<file path="src/tcm_defs.svh">
// constants for the translation cache preload and mmu register move logic
// assumes inclusion by bare name from the package and the core module
`ifndef TCM_DEFS_SVH
`define TCM_DEFS_SVH
// axi4-lite register byte offsets
`define TCM_OFF_CTRL 12'h000
`define TCM_OFF_STATUS 12'h004
`define TCM_OFF_TC 12'h008
`define TCM_OFF_MMUSR 12'h00C
// ctrl register fields and reset value
`define TCM_CTRL_EN_BIT 0
`define TCM_CTRL_FLUSH_BIT 1
`define TCM_CTRL_RST 1'b1
// translation control register fields
`define TCM_TC_E_BIT 31
`define TCM_TC_PS_LSB 20
`define TCM_TC_IS_LSB 16
`define TCM_TC_TIA_LSB 12
`define TCM_TC_TIB_LSB 8
`define TCM_TC_TIC_LSB 4
`define TCM_TC_TID_LSB 0
`define TCM_TC_MIN_PS 4'h8
`define TCM_TC_ADDR_BITS 6'h20
// transparent window enable bit, root descriptor type field
`define TCM_TT_E_BIT 15
`define TCM_RP_DT_LSB 32
// exception vectors
`define TCM_VEC_ILLEGAL 8'h39
`define TCM_VEC_CONFIG 8'h38
// command extension word groups and register selects
`define TCM_GRP_RPTC 3'h2
`define TCM_GRP_STATUS 3'h3
`define TCM_GRP_TT 3'h0
`define TCM_PREG_TC 3'h0
`define TCM_PREG_SRP 3'h2
`define TCM_PREG_CRP 3'h3
`define TCM_PREG_TT0 3'h2
`define TCM_PREG_TT1 3'h3
// function code selector forms
`define TCM_FC_SFC 5'h00
`define TCM_FC_DFC 5'h01
`define TCM_FC_DREG 2'h1
`define TCM_FC_IMM3 2'h2
// effective address modes
`define TCM_EA_IND 3'h2
`define TCM_EA_D16 3'h5
`define TCM_EA_IDX 3'h6
`define TCM_EA_ABS 3'h7
`define TCM_EA_ABS_W 3'h0
`define TCM_EA_ABS_L 3'h1
// page tag split of the logical address
`define TCM_PAGE_LSB 12
`endif

</file>
<file path="src/tcm_pkg.sv">
// types shared by the translation cache preload and mmu register move logic
// assumes tcm_defs.svh is on the include path
package tcm_pkg;
	`include "tcm_defs.svh"
	// command word fields as decoded by the core
	typedef struct packed {
		logic preload; // 1 preload, 0 register move
		logic supv; // core is in supervisor state
		logic rw; // preload: 1 read 0 write; move: 1 reg to memory
		logic fd; // flush disable of the move
		logic [2:0] grp; // extension word group of the move
		logic [2:0] preg; // register select of the move
		logic [2:0] ea_mode;
		logic [2:0] ea_reg;
		logic [4:0] fc_sel; // function code selector
	} tcm_cmd_t;
	typedef enum logic [2:0] {EXC_NONE, EXC_PRIV, EXC_ILLEGAL, EXC_CONFIG, EXC_BAD_EA} tcm_exc_t;
	typedef enum logic [1:0] {SZ_WORD, SZ_LONG, SZ_QUAD} tcm_size_t;
	typedef struct packed {
		tcm_exc_t exc;
		logic [7:0] vector;
		tcm_size_t size;
		logic [63:0] rdata;
	} tcm_rsp_t;
	typedef struct packed {
		logic [31:0] addr;
		logic [3:0] fc;
		logic set_mod; // set modified as well as used
	} tcm_walk_t;
	typedef enum logic [2:0] {PR_TC, PR_SRP, PR_CRP, PR_TT0, PR_TT1, PR_SR, PR_NONE} tcm_preg_t;
	typedef enum {ST_IDLE, ST_WALK, ST_FLUSH, ST_LOAD, ST_RESP} tcm_state_t;
endpackage

</file>
<file path="src/tcm_core.sv">
// translation cache preload and mmu register move command logic
// assumes commands from a core in lockstep with clk, a table walker that sets
// used/modified bits, and an axi4-lite master for status and control
`timescale 1ns/100ps
`include "tcm_defs.svh"
////////////////////////////////////////////////////////////////////////////////
module tcm_core import tcm_pkg::*; #(
	parameter bit COPROC = 1'b1,
	parameter int DEPTH = 8
) (
	// clock and reset
	input wire logic clk,
	input wire logic sys_rst,
	// axi4-lite slave
	input wire logic [11:0] s_axi_awaddr,
	input wire logic s_axi_awvalid,
	output logic s_axi_awready,
	input wire logic [31:0] s_axi_wdata,
	input wire logic [3:0] s_axi_wstrb,
	input wire logic s_axi_wvalid,
	output logic s_axi_wready,
	output logic [1:0] s_axi_bresp,
	output logic s_axi_bvalid,
	input wire logic s_axi_bready,
	input wire logic [11:0] s_axi_araddr,
	input wire logic s_axi_arvalid,
	output logic s_axi_arready,
	output logic [31:0] s_axi_rdata,
	output logic [1:0] s_axi_rresp,
	output logic s_axi_rvalid,
	input wire logic s_axi_rready,
	// command from the core
	input wire logic cmd_valid,
	input wire tcm_cmd_t cmd,
	input wire logic [31:0] cmd_ea,
	input wire logic [63:0] cmd_wdata,
	input wire logic [7:0][31:0] core_dregs,
	input wire logic [2:0] core_sfc,
	input wire logic [2:0] core_dfc,
	output logic cmd_ready,
	// response to the core
	output logic rsp_valid,
	output tcm_rsp_t rsp,
	// table walker
	output logic walk_req,
	output tcm_walk_t walk,
	input wire logic walk_done,
	input wire logic walk_found,
	input wire logic [19:0] walk_ppage,
	// system inputs
	input wire logic lbus_arb,
	input wire logic translation_disable_input
);
	localparam int IW = (DEPTH > 1) ? $clog2(DEPTH) : 1;
	////////////////////////////////////////////////////////////////////////////
	// state and storage
	tcm_state_t state_r; // command sequencer
	logic cmd_ready_r, rsp_valid_r, walk_req_r; // output flops
	tcm_rsp_t rsp_r;
	tcm_walk_t walk_r;
	logic found_r; // walk result
	logic [19:0] ppage_r;
	logic [31:0] tc_r, tt0_r, tt1_r; // mmu registers
	logic [63:0] srp_r, crp_r;
	logic [15:0] mmusr_r;
	logic [DEPTH-1:0] valid_r; // translation cache
	logic [3:0] fc_a [DEPTH];
	logic [19:0] page_a [DEPTH];
	logic [19:0] ppage_a [DEPTH];
	logic [DEPTH-1:0] flt_a;
	logic [IW-1:0] rr_r; // replacement pointer
	logic hit_r; // preload found an old entry
	logic ctrl_en_r, ctrl_flush_r; // software control
	tcm_exc_t last_exc_r;
	logic xdis_r; // sampled disable input, status only
	logic awready_r, wready_r, bvalid_r, arready_r, rvalid_r;
	logic [1:0] bresp_r, rresp_r;
	logic [31:0] rdata_r;
	// decode results
	logic acc, fc_bad, ea_bad, tc_ok, rp_ok, mv_wr, mv_flush;
	logic [3:0] fc_val;
	tcm_preg_t tgt;
	tcm_exc_t dec_exc;
	logic [7:0] dec_vec;
	logic [5:0] tc_sum;
	////////////////////////////////////////////////////////////////////////////
	// command decode
	always_comb begin
		acc = cmd_valid && cmd_ready_r;
		fc_val = 4'h0;
		fc_bad = 1'b0;
		// function code source
		if (COPROC) begin
			if (cmd.fc_sel[4]) begin
				fc_val = cmd.fc_sel[3:0];
			end else if (cmd.fc_sel[4:3] == `TCM_FC_DREG) begin
				fc_val = core_dregs[cmd.fc_sel[2:0]][3:0];
			end else if (cmd.fc_sel == `TCM_FC_SFC) begin
				fc_val = {1'b0, core_sfc};
			end else if (cmd.fc_sel == `TCM_FC_DFC) begin
				fc_val = {1'b0, core_dfc};
			end else begin
				fc_bad = 1'b1;
			end
		end else begin
			if (cmd.fc_sel[4:3] == `TCM_FC_IMM3) begin
				fc_val = {1'b0, cmd.fc_sel[2:0]};
			end else if (cmd.fc_sel[4:3] == `TCM_FC_DREG) begin
				fc_val = {1'b0, core_dregs[cmd.fc_sel[2:0]][2:0]};
			end else if (cmd.fc_sel == `TCM_FC_SFC) begin
				fc_val = {1'b0, core_sfc};
			end else if (cmd.fc_sel == `TCM_FC_DFC) begin
				fc_val = {1'b0, core_dfc};
			end else begin
				fc_bad = 1'b1;
			end
		end
		// control alterable modes only
		ea_bad = !(cmd.ea_mode == `TCM_EA_IND || cmd.ea_mode == `TCM_EA_D16 ||
			cmd.ea_mode == `TCM_EA_IDX || (cmd.ea_mode == `TCM_EA_ABS &&
			(cmd.ea_reg == `TCM_EA_ABS_W || cmd.ea_reg == `TCM_EA_ABS_L)));
		// move target
		tgt = PR_NONE;
		if (cmd.grp == `TCM_GRP_RPTC) begin
			if (cmd.preg == `TCM_PREG_TC) tgt = PR_TC;
			if (cmd.preg == `TCM_PREG_SRP) tgt = PR_SRP;
			if (cmd.preg == `TCM_PREG_CRP) tgt = PR_CRP;
		end else if (cmd.grp == `TCM_GRP_TT) begin
			if (cmd.preg == `TCM_PREG_TT0) tgt = PR_TT0;
			if (cmd.preg == `TCM_PREG_TT1) tgt = PR_TT1;
		end else if (cmd.grp == `TCM_GRP_STATUS && cmd.preg == 3'h0) begin
			tgt = PR_SR;
		end
		// consistency of an enabled tc: page size floor, fields cover the address
		tc_sum = 6'(cmd_wdata[`TCM_TC_PS_LSB +: 4]) + 6'(cmd_wdata[`TCM_TC_IS_LSB +: 4]) +
			6'(cmd_wdata[`TCM_TC_TIA_LSB +: 4]) + 6'(cmd_wdata[`TCM_TC_TIB_LSB +: 4]) +
			6'(cmd_wdata[`TCM_TC_TIC_LSB +: 4]) + 6'(cmd_wdata[`TCM_TC_TID_LSB +: 4]);
		tc_ok = !cmd_wdata[`TCM_TC_E_BIT] || (tc_sum == `TCM_TC_ADDR_BITS &&
			cmd_wdata[`TCM_TC_PS_LSB +: 4] >= `TCM_TC_MIN_PS);
		rp_ok = cmd_wdata[`TCM_RP_DT_LSB +: 2] != 2'h0;
		// exception priority: privilege, address mode, operation
		dec_exc = EXC_NONE;
		dec_vec = 8'h00;
		if (!cmd.supv) begin
			dec_exc = EXC_PRIV;
		end else if (ea_bad) begin
			dec_exc = EXC_BAD_EA;
		end else if (cmd.preload && (fc_bad || (COPROC && !tc_r[`TCM_TC_E_BIT]))) begin
			dec_exc = EXC_ILLEGAL;
			dec_vec = `TCM_VEC_ILLEGAL;
		end else if (!cmd.preload && tgt == PR_NONE) begin
			dec_exc = EXC_ILLEGAL;
		end
		mv_wr = acc && !cmd.preload && dec_exc == EXC_NONE && !cmd.rw;
		mv_flush = mv_wr && !cmd.fd && tgt != PR_SR;
	end
	////////////////////////////////////////////////////////////////////////////
	// preload sequencer: walk, flush old entry, load new entry, answer
	always_ff @(posedge clk) begin
		if (sys_rst) begin
			state_r <= ST_IDLE;
		end else begin
			unique case (state_r)
				ST_IDLE: begin
					if (acc && cmd.preload && dec_exc == EXC_NONE) state_r <= ST_WALK;
				end
				ST_WALK: begin
					if (walk_req_r && walk_done) state_r <= ST_FLUSH;
				end
				ST_FLUSH: begin
					state_r <= ST_LOAD;
				end
				ST_LOAD: begin
					state_r <= ST_RESP;
				end
				ST_RESP: begin
					state_r <= ST_IDLE;
				end
			endcase
		end
	end
	// walker request, held until done; not started while another master arbitrates
	always_ff @(posedge clk) begin
		if (sys_rst) begin
			walk_req_r <= 1'b0;
			walk_r <= '0;
			found_r <= 1'b0;
			ppage_r <= 20'h0_0000;
		end else begin
			if (state_r == ST_IDLE && acc) begin
				walk_r <= '{addr: cmd_ea, fc: fc_val, set_mod: !cmd.rw};
			end
			if (state_r == ST_WALK && !walk_req_r && !lbus_arb) begin
				walk_req_r <= 1'b1;
			end else if (walk_req_r && walk_done) begin
				walk_req_r <= 1'b0;
				found_r <= walk_found;
				ppage_r <= walk_ppage;
			end
		end
	end
	////////////////////////////////////////////////////////////////////////////
	// translation cache control state
	always_ff @(posedge clk) begin
		if (sys_rst) begin
			valid_r <= '0;
			rr_r <= '0;
			hit_r <= 1'b0;
		end else if (mv_flush || ctrl_flush_r) begin
			valid_r <= '0;
		end else if (state_r == ST_FLUSH) begin
			hit_r <= 1'b0;
			for (int i = 0; i < DEPTH; i++) begin
				// coprocessor drops the old entry only when the walk found a translation
				if ((found_r || !COPROC) && valid_r[i] && fc_a[i] == walk_r.fc &&
					page_a[i] == walk_r.addr[31:`TCM_PAGE_LSB]) begin
					valid_r[i] <= 1'b0;
					hit_r <= 1'b1;
				end
			end
		end else if (state_r == ST_LOAD && (found_r || !COPROC)) begin
			valid_r[rr_r] <= 1'b1;
			rr_r <= (rr_r == IW'(DEPTH - 1)) ? '0 : rr_r + 1'b1;
		end
	end
	// entry payload; integrated unit records a failed walk as a faulted entry
	always_ff @(posedge clk) begin
		if (state_r == ST_LOAD) begin
			fc_a[rr_r] <= walk_r.fc;
			page_a[rr_r] <= walk_r.addr[31:`TCM_PAGE_LSB];
			ppage_a[rr_r] <= ppage_r;
			flt_a[rr_r] <= !found_r;
		end
	end
	////////////////////////////////////////////////////////////////////////////
	// mmu registers written by the move
	always_ff @(posedge clk) begin
		if (sys_rst) begin
			tc_r <= 32'h0000_0000;
			srp_r <= 64'h0000_0000_0000_0000;
			crp_r <= 64'h0000_0000_0000_0000;
			tt0_r <= 32'h0000_0000;
			tt1_r <= 32'h0000_0000;
			mmusr_r <= 16'h0000;
		end else if (mv_wr) begin
			unique case (tgt)
				PR_SRP: srp_r <= cmd_wdata;
				PR_CRP: crp_r <= cmd_wdata;
				PR_TC: begin
					// passing checks leave the operand with enable cleared
					if (cmd_wdata[`TCM_TC_E_BIT] && tc_ok) begin
						tc_r <= {1'b0, cmd_wdata[30:0]};
					end else begin
						tc_r <= cmd_wdata[31:0];
					end
				end
				PR_TT0: tt0_r <= cmd_wdata[31:0];
				PR_TT1: tt1_r <= cmd_wdata[31:0];
				PR_SR: mmusr_r <= cmd_wdata[15:0];
				default: begin
				end
			endcase
		end
	end
	////////////////////////////////////////////////////////////////////////////
	// command handshake and response
	always_ff @(posedge clk) begin
		if (sys_rst) begin
			cmd_ready_r <= 1'b0;
			rsp_valid_r <= 1'b0;
			rsp_r <= '{exc: EXC_NONE, vector: 8'h00, size: SZ_WORD, rdata: '0};
			last_exc_r <= EXC_NONE;
			xdis_r <= 1'b0;
		end else begin
			xdis_r <= translation_disable_input;
			cmd_ready_r <= ctrl_en_r && !acc && (state_r == ST_IDLE || state_r == ST_RESP);
			rsp_valid_r <= 1'b0;
			if (acc && (dec_exc != EXC_NONE || !cmd.preload)) begin
				rsp_valid_r <= 1'b1;
				rsp_r <= '{exc: dec_exc, vector: dec_vec, size: SZ_LONG, rdata: '0};
				last_exc_r <= dec_exc;
				if (dec_exc == EXC_NONE) begin
					unique case (tgt)
						PR_SRP: rsp_r.rdata <= srp_r;
						PR_CRP: rsp_r.rdata <= crp_r;
						PR_TC: rsp_r.rdata <= {32'h0000_0000, tc_r};
						PR_TT0: rsp_r.rdata <= {32'h0000_0000, tt0_r};
						PR_TT1: rsp_r.rdata <= {32'h0000_0000, tt1_r};
						PR_SR: rsp_r.rdata <= {48'h0000_0000_0000, mmusr_r};
						default: rsp_r.rdata <= '0;
					endcase
					if (tgt == PR_SRP || tgt == PR_CRP) rsp_r.size <= SZ_QUAD;
					if (tgt == PR_SR) rsp_r.size <= SZ_WORD;
					// register is stored first; the error follows in the answer
					if (!cmd.rw && (((tgt == PR_SRP || tgt == PR_CRP) && !rp_ok) ||
						(tgt == PR_TC && !tc_ok))) begin
						rsp_r.exc <= EXC_CONFIG;
						rsp_r.vector <= `TCM_VEC_CONFIG;
						last_exc_r <= EXC_CONFIG;
					end
				end
			end else if (state_r == ST_LOAD) begin
				rsp_valid_r <= 1'b1;
				rsp_r <= '{exc: EXC_NONE, vector: 8'h00, size: SZ_WORD, rdata: '0};
				last_exc_r <= EXC_NONE;
			end
		end
	end
	////////////////////////////////////////////////////////////////////////////
	// axi4-lite write channel: address and data taken together
	always_ff @(posedge clk) begin
		if (sys_rst) begin
			awready_r <= 1'b0;
			wready_r <= 1'b0;
			bvalid_r <= 1'b0;
			bresp_r <= 2'h0;
			ctrl_en_r <= `TCM_CTRL_RST;
			ctrl_flush_r <= 1'b0;
		end else begin
			ctrl_flush_r <= 1'b0;
			awready_r <= !awready_r && s_axi_awvalid && s_axi_wvalid && !bvalid_r;
			wready_r <= !awready_r && s_axi_awvalid && s_axi_wvalid && !bvalid_r;
			if (awready_r && s_axi_awvalid && s_axi_wvalid) begin
				bvalid_r <= 1'b1;
				bresp_r <= 2'h0;
				if (s_axi_awaddr == `TCM_OFF_CTRL) begin
					if (s_axi_wstrb[0]) begin
						ctrl_en_r <= s_axi_wdata[`TCM_CTRL_EN_BIT];
						ctrl_flush_r <= s_axi_wdata[`TCM_CTRL_FLUSH_BIT];
					end
				end else if (s_axi_awaddr != `TCM_OFF_STATUS && s_axi_awaddr != `TCM_OFF_TC &&
					s_axi_awaddr != `TCM_OFF_MMUSR) begin
					bresp_r <= 2'h2; // unmapped
				end
			end else if (bvalid_r && s_axi_bready) begin
				bvalid_r <= 1'b0;
			end
		end
	end
	// axi4-lite read channel
	always_ff @(posedge clk) begin
		if (sys_rst) begin
			arready_r <= 1'b0;
			rvalid_r <= 1'b0;
			rresp_r <= 2'h0;
			rdata_r <= 32'h0000_0000;
		end else begin
			arready_r <= !arready_r && s_axi_arvalid && !rvalid_r;
			if (arready_r && s_axi_arvalid) begin
				rvalid_r <= 1'b1;
				rresp_r <= 2'h0;
				unique case (s_axi_araddr)
					`TCM_OFF_CTRL: rdata_r <= {31'h0000_0000, ctrl_en_r};
					`TCM_OFF_STATUS: rdata_r <= {16'h0000, 8'($countones(valid_r)), 2'h0,
						xdis_r, hit_r, last_exc_r, state_r != ST_IDLE};
					`TCM_OFF_TC: rdata_r <= tc_r;
					`TCM_OFF_MMUSR: rdata_r <= {16'h0000, mmusr_r};
					default: begin
						rdata_r <= 32'h0000_0000;
						rresp_r <= 2'h2;
					end
				endcase
			end else if (rvalid_r && s_axi_rready) begin
				rvalid_r <= 1'b0;
			end
		end
	end
	// outputs straight from flops
	assign s_axi_awready = awready_r;
	assign s_axi_wready = wready_r;
	assign s_axi_bvalid = bvalid_r;
	assign s_axi_bresp = bresp_r;
	assign s_axi_arready = arready_r;
	assign s_axi_rvalid = rvalid_r;
	assign s_axi_rresp = rresp_r;
	assign s_axi_rdata = rdata_r;
	assign cmd_ready = cmd_ready_r;
	assign rsp_valid = rsp_valid_r;
	assign rsp = rsp_r;
	assign walk_req = walk_req_r;
	assign walk = walk_r;
	////////////////////////////////////////////////////////////////////////////
	// checks
	AST_PRIV_TRAP: assert property (@(posedge clk) disable iff (sys_rst)
		acc && !cmd.supv |=> rsp_valid_r && rsp_r.exc == EXC_PRIV && state_r == ST_IDLE)
		else $error("user command not trapped");
	AST_ILLEGAL_VEC: assert property (@(posedge clk) disable iff (sys_rst)
		acc && COPROC && cmd.preload && cmd.supv && !ea_bad && !tc_r[`TCM_TC_E_BIT]
		|=> rsp_r.exc == EXC_ILLEGAL && rsp_r.vector == 8'h39)
		else $error("preload with enable clear not illegal");
	AST_BAD_EA: assert property (@(posedge clk) disable iff (sys_rst)
		acc && cmd.supv && ea_bad |=> rsp_valid_r && rsp_r.exc == EXC_BAD_EA)
		else $error("bad address mode accepted");
	AST_WALK_KIND: assert property (@(posedge clk) disable iff (sys_rst)
		acc && cmd.preload && dec_exc == EXC_NONE
		|=> state_r == ST_WALK && walk_r.set_mod == !$past(cmd.rw) &&
		walk_r.addr == $past(cmd_ea))
		else $error("walk request kind wrong");
	AST_WALK_NO_ARB: assert property (@(posedge clk) disable iff (sys_rst)
		$rose(walk_req_r) |-> $past(!lbus_arb) && $past(state_r == ST_WALK))
		else $error("walk started during arbitration");
	AST_FINAL_PHASES: assert property (@(posedge clk) disable iff (sys_rst)
		state_r == ST_FLUSH |=> state_r == ST_LOAD ##1 state_r == ST_RESP && rsp_valid_r)
		else $error("final phases stalled");
	AST_MOVE_FLUSH: assert property (@(posedge clk) disable iff (sys_rst)
		mv_wr && !cmd.fd && tgt == PR_SRP |=> valid_r == '0 && srp_r == $past(cmd_wdata))
		else $error("root write did not store and flush");
	AST_NO_FLUSH: assert property (@(posedge clk) disable iff (sys_rst)
		mv_wr && cmd.fd && state_r == ST_IDLE && !ctrl_flush_r |=> valid_r == $past(valid_r))
		else $error("flush disable ignored");
	AST_TC_CLEAR_E: assert property (@(posedge clk) disable iff (sys_rst)
		mv_wr && tgt == PR_TC && cmd_wdata[31] && tc_ok
		|=> !tc_r[31] && tc_r[30:0] == $past(cmd_wdata[30:0]) && rsp_r.exc == EXC_NONE)
		else $error("checked tc kept enable");
	AST_RP_SIZE: assert property (@(posedge clk) disable iff (sys_rst)
		acc && !cmd.preload && dec_exc == EXC_NONE && tgt == PR_CRP |=> rsp_r.size == SZ_QUAD)
		else $error("root move not quad");
	COV_PRELOAD: cover property (@(posedge clk) disable iff (sys_rst)
		state_r == ST_LOAD && found_r ##1 rsp_valid_r);
	COV_CONFIG: cover property (@(posedge clk) disable iff (sys_rst)
		rsp_valid_r && rsp_r.exc == EXC_CONFIG);
	COV_HIT: cover property (@(posedge clk) disable iff (sys_rst) state_r == ST_LOAD && hit_r);
endmodule

</file>
<file path="config.mk">
export PLATFORM = sky130hd
export DESIGN_NAME = tcm_core
export DESIGN_NICKNAME = d
export VERILOG_FILES = /design/src/tcm_pkg.sv /design/src/tcm_core.sv
export VERILOG_INCLUDE_DIRS = /design/src
export SDC_FILE = /design/constraint.sdc
export NUM_CORES = 1
export LEC_CHECK = 0
export ABC_AREA = 1
export BUFFER_PORTS_ARGS = -buffer_cell sky130_fd_sc_hd__buf_2
export CORE_MARGIN = 2
export CORE_UTILIZATION = 35
export CTS_BUF_LIST = sky130_fd_sc_hd__clkbuf_4 sky130_fd_sc_hd__clkbuf_8 sky130_fd_sc_hd__clkbuf_16
export CTS_CLUSTER_DIAMETER = 80
export DETAILED_ROUTE_END_ITERATION = 8
export HOLD_SLACK_MARGIN = 0.02
export SLEW_MARGIN = 40
export SYNTH_ARGS = -nofsm -noshare
export SYNTH_HDL_FRONTEND = slang
export SYNTH_SLANG_ARGS = --single-unit
export TNS_END_PERCENT = 5
</file>
<file path="constraint.sdc">
create_clock -name clk -period 7.2 [get_ports clk]
set_input_delay 1.44 -clock clk [delete_from_list [all_inputs] [get_ports clk]]
set_output_delay 1.44 -clock clk [all_outputs]
set_load 0.05 [all_outputs]
</file>
Word level (Yosys, flattened, before mapping) --
Memory sizes are Yosys's and may differ from the RTL's. Cells that the tools add are included.
Storage, ports and cells: register bits after elaboration 448, latch bits 0, bits in writable memories 192, memory bits (read-only) 0, input port bits 471, output and inout bits 158, logic and storage cells 326, memories 2
Memories:
- page_a | depth 8, bits a word 20, read ports 8, clocked after memory_dff 0, write ports 1, RTL line tcm_core.sv:68 | logic [19:0] page_a [DEPTH];
- fc_a | depth 8, bits a word 4, read ports 8, clocked after memory_dff 0, write ports 1, RTL line tcm_core.sv:67 | logic [3:0] fc_a [DEPTH];
Operators by class: add/subtract/negate cells 13, multiply operators 0, divide/modulo/power cells 0, order comparisons 4, equality and inequality tests 60, shifts and indexed selects 0, multiplexer cells 74, bitwise gates (word level) 7, reduce and logical (&&, ||, !) cells 127
Operator list (count):
- $pmux W64 S6 | 1
- $mux W77 | 3
- $eq A20 B20 Y1 | 8
- $pmux W32 S5 | 1
- $pmux W32 S4 | 1
- $bmux W32 S3 | 1
- $eq A32 B2 Y1 const B | 3
- $eq A32 B3 Y1 const B | 3
- $mux W32 | 3
- $logic_not A32 Y1 | 2
- $logic_and A1 B1 Y1 | 62
- $mux W3 | 16
- $reduce_and A2 Y1 | 17
- $eq A32 B1 Y1 const B | 1
- $eq A32 B4 Y1 const B | 1
- $eq A4 B4 Y1 | 8
- $reduce_bool A32 Y1 | 1
- $mux W1 | 30
- $eq A12 B4 Y1 const B | 2
- $logic_not A12 Y1 | 2
- $ne A12 B4 Y1 const B | 2
- $eq A3 B2 Y1 const B | 7
- $eq A3 B3 Y1 const B | 7
- $add A6 B4 Y6 | 3
- other kinds (35) | 100

Depth between registers and ports, before layout --
word-level depth 19, depth in mapped cells 23, gate-level depth less buffers 23

Worst setup path before layout --
No wires, ideal clock.
path kind input-to-reg, start point input cmd_wdata[14], end point register rsp_r, in the netlist rsp[74], library setup time 0.110 ns, data arrival time 4.384 ns, data required time 7.090 ns, setup slack 2.706 ns, cell stages on the path 19, buffers on the path 0, cell sequence fa_1 -> inv_1 -> fa_1 -> fa_1 -> inv_1 -> ha_1 -> inv_1 -> fa_1 -> nand3b_1 -> nor2_1 -> nand3_1 -> nand2_1 -> inv_1 -> nand2_1 -> nand2_1 -> nand3_1 -> nand3_1 -> nand2_1 -> inv_1
Between the ends: cells in the longest elaborated chain, start to end 14
Ends and longest elaborated chain:
- start, declared | RTL line tcm_core.sv:36 | input wire logic [63:0] cmd_wdata,
- $add A5 B4 Y6 | RTL line tcm_core.sv:135 | tc_sum = 6'(cmd_wdata[`TCM_TC_PS_LSB +: 4]) + 6'(cmd_wdata[`TCM_TC_IS_LSB +: 4]) +
- $add A6 B4 Y6 (3 in series) | RTL line tcm_core.sv:135
- $eq A6 B6 Y1 (no source line)
- $logic_and A1 B1 Y1 (no source line)
- $logic_or A1 B1 Y1 | RTL line tcm_core.sv:138 | tc_ok = !cmd_wdata[`TCM_TC_E_BIT] || (tc_sum == `TCM_TC_ADDR_BITS &&
- $logic_not A1 Y1 | RTL line tcm_core.sv:296 | (tgt == PR_TC && !tc_ok))) begin
- $logic_and A1 B1 Y1 | RTL line tcm_core.sv:296
- $logic_or A1 B1 Y1 | RTL line tcm_core.sv:295 | if (!cmd.rw && (((tgt == PR_SRP || tgt == PR_CRP) && !rp_ok) ||
- $logic_and A1 B1 Y1 | RTL line tcm_core.sv:295
- $mux W11 | RTL line tcm_core.sv:295
- $mux W77 | RTL line tcm_core.sv:282 | if (dec_exc == EXC_NONE) begin
- $mux W77 | RTL line tcm_core.sv:278 | if (acc && (dec_exc != EXC_NONE || !cmd.preload)) begin
- end signal, assigned | RTL line tcm_core.sv:271 | rsp_r <= '{exc: EXC_NONE, vector: 8'h00, size: SZ_WORD, rdata: '0};
- end signal, assigned | RTL line tcm_core.sv:280 | rsp_r <= '{exc: dec_exc, vector: dec_vec, size: SZ_LONG, rdata: '0};
- end signal, assigned | RTL line tcm_core.sv:304 | rsp_r <= '{exc: EXC_NONE, vector: 8'h00, size: SZ_WORD, rdata: '0};
- end, declared | RTL line tcm_core.sv:59 | tcm_rsp_t rsp_r;
No other way between the ends. A chain may end at the register's enable or synchronous reset.

Worst setup path in the final report --
start point input cmd_wdata[14], end point register rsp_r, in the netlist rsp[75]
Same word-level chain as after synthesis.

==> flow_metrics.py <==
metrics = {
    "setup_path": {
        "startpoint_type": "input port",
        "endpoint_kind": "flip-flop",
        "path_class": "in2reg",
        "critical_path_arrival_ns": 4.96,
        "critPathMaxFanout": 7,
        "required_ns": 7.70,
    },
    "routing": {
        "ant_nets": 0,
        "dr.pass1.iters": 6,
        "drtIter0Drc": 2087,
        "avgRoutedWirePerCell_um": 20.64,
        "vias": 23620,
        "drc": 0,
        "wl_um": 92960,
        "vias_per_cell": 5.242,
    },
    "timing": {
        "drv_slew": 0,
        "fin_skew_ns": 0.02034,
        "rsz0062_at_grt": "false",
        "hold_violations": 0,
        "setup_violations": 0,
        "setup_tns_ns": 0,
        "fin_crit_sh_pct": 62.00,
        "hold_ws_ns": 0.4333,
        "fmax_mhz": 224.0,
        "relSlewSlack_pct": 42.72,
        "worst_pin_slew_ns": 0.8592,
        "layout_min_cycle_time_ns": 4.464,
    },
    "floorplanning": {
        "core_sq_mm": 0.07470,
        "dieArea_sq_mm": 0.07783,
        "fp.dieW_um": 279.0,
        "std_cell_rows": 100,
        "die_h_um": 279.0,
        "io_pins": 629,
        "start_util_pct": 35.43,
    },
    "power": {
        "power_leakage_nw": 12.86,
        "comb_power_share_pct": 7.5,
        "vdd_drop_max_v": 0.0002079,
        "power.share.clock_pct": 47.1,
        "p_sw_w": 0.001980,
        "cellPowerDensity_mw_per_mm2": 249.9,
        "p_sw_share_pct": 25.21,
        "seq_power_share_pct": 45.4,
        "internal_power_w": 0.005872,
    },
    "place": {
        "io_buffers": 344,
        "place_congestion": 0.8593,
        "hpwl_um": 60740,
    },
    "cells_and_area": {
        "most-common-layout-cells": "nand2_1 (619), nor2_1 (407), dfxtp_1 (405)",
        "area_growth_pct": 18.74,
        "fin_nets": 3978,
        "final_layout_size_suffix_gt1_share_pct": 17.09,
        "layout.cells.most_common": "nand2_1",
    },
    "run_status": {
        "status": "completed",
    },
    "clocking": {
        "ctsResizeCount": 0,
        "clkLatencyLatePin_ns": 0.62,
        "clock_sinks": 600,
        "cts_setup_buffers": 0,
        "cts_root_buf": "clkbuf_16",
        "clockBufferDepth": 3,
        "numCtsBuffers": 71,
        "h-tree-depth": 3,
        "path_clk_slew_ns": 0.06,
        "ctsHoldBuffers": 0,
        "cts_tree": "built",
    },
    "synth": {
        "ys_seq_area_share_pct": 52.65,
        "async_flop_share_pct": 0,
        "synth-simple-area-share_pct": 25.51,
        "synthFlopType": "dfxtp_1",
        "synth-seq-cells": 600,
        "syn_area_sq_mm": 0.02646,
        "synth-xor-area-share_pct": 1.920,
        "synth_compound_area_share_pct": 11.93,
        "synth_adder_area_share_pct": 1.938,
        "synth_area_leaders": "dfxtp_1 (31%), edfxtp_1 (22%), nand2_1 (8.8%)",
        "syn_inst": 3221,
        "syn_area_per_cell_sq_um": 8.216,
        "ys_warn_count": 0,
        "yosysTopAreaCell": "dfxtp_1",
        "synth_top_family_by_area": "simple AND/OR/NAND/NOR gates",
        "yosys.area.top_type_share_pct": 30.86,
        "synthMuxAreaShare_pct": 0.1135,
        "synth_edf_count": 192,
        "ys_types": 48,
    },
    "grt": {
        "grt_usage_pct": 23.45,
        "grt_max_degree": 209,
        "grt_pass1_vias": 22160,
        "gr-total-overflow": 0,
        "grt_pass1_wl_um": 139800,
        "antenna_found_initial": 10,
    },
    "worst_hold_path": {
        "hold_class": "reg2reg",
    },
    "run": {
        "cap_violations": 0,
    },
}
-- final timing paths --
check / start / slack, ns / end / cells past startpoint
hold reg to reg: s_axi_arready / 0.43 / s_axi_arready / 1
setup / recovery: cmd_wdata[14] / 2.74 / rsp[75] / 20
setup reg to reg: valid_r[0] / 3.77 / s_axi_rdata[10] / 11
hold / removal: s_axi_arready / 0.43 / s_axi_arready / 1
-- Yosys cell counts, drive strengths merged, types with 27 or more instances --
| master | n |
|---|---|
| dfxtp | 408 |
| or2 | 45 |
| clkbuf | 136 |
| o22ai | 27 |
| nand2 | 623 |
| buf | 78 |
| inv | 167 |
| nor3 | 263 |
| nand3 | 139 |
| xnor2 | 38 |
| nor2 | 423 |
| nand4 | 50 |
| o21ai | 377 |
| edfxtp | 192 |
| a22o | 36 |
| a21oi | 110 |
-- metal layers --
layer	global-route usage (%)	up-vias	part of all wire, %
met5	0	-	0.11
met4	5.955	16	2.0
met3	5.280	138	8.2
met2	37.32	908	45
met1	32.19	11220	44
li1	-	11340	-
-- kinds of logic after synthesis --
family,after synthesis
compound gates,581
xor+xnor,58
fa+ha+maj,29
buf+inv,387
flops,600
mux,3
other cells,1
simple gates,1562
-- through the flow --
step	utilization [%]	setup WS, ns	cells	area (sq um)	total power, W
6_report	42.07	2.736	4505	31420	0.007852
5_1_grt	42.07	2.445	4504	31420	0.008101
4_1_cts	42.03	2.784	4503	31390	0.007924
3_5_place_dp	38.79	2.149	4373	28980	0.004223
3_3_place_gp	38.76	2.163	4373	28950	0.004220
2_1_floorplan	-	2.706	3226	26480	0.003970
-- worst max-delay path: stages --
cell	delay (ns)
buf_2	0.17
fa_1	0.55
inv_1	0.05
fa_1	0.54
fa_1	0.41
inv_1	0.07
ha_1	0.16
inv_1	0.06
fa_1	0.53
nand3b_1	0.08
nor2_1	0.11
nand3_1	0.11
nand2_1	0.10
inv_1	0.06
nand2_1	0.06
nand2_1	0.11
nand3_1	0.14
nand3_1	0.09
nand2_1	0.07
inv_1	0.04
-- power by group through the flow --
stage / combinational, W / clock [W] / sequential [W]
2_1_floorplan: 0.000286 / 0 / 0.00368
3_3_place_gp: 0.000583 / 0 / 0.00364
3_5_place_dp: 0.000586 / 0 / 0.00364
4_1_cts: 0.000589 / 0.00377 / 0.00356
5_1_grt: 0.000645 / 0.00389 / 0.00357
6_report: 0.000588 / 0.00370 / 0.00356
-- final cells by class --
type / count / area, sq um
flip-flops and latches: 600 / 13940
inverters: 173 / 660.6
diodes: 1 / 2.502
repair buffers: 393 / 2137
fillers: 7532 / 43270
well taps: 969 / 1212
multi-input cells: 2239 / 11060
clock inverters: 34 / 349.1
clock buffers: 96 / 2068
-- flip-flops by register name, summed over array words and instances (netlist names), 8 cells and up --
name / cells
page_a: 160
mmusr_r: 16
srp_r: 64
tt0_r: 32
tt1_r: 32
fc_a: 32
walk: 37
valid_r: 8
rsp: 71
s_axi_rdata: 32
tc_r: 32
crp_r: 64
No activity file was read; power rests on OpenSTA's default activity.
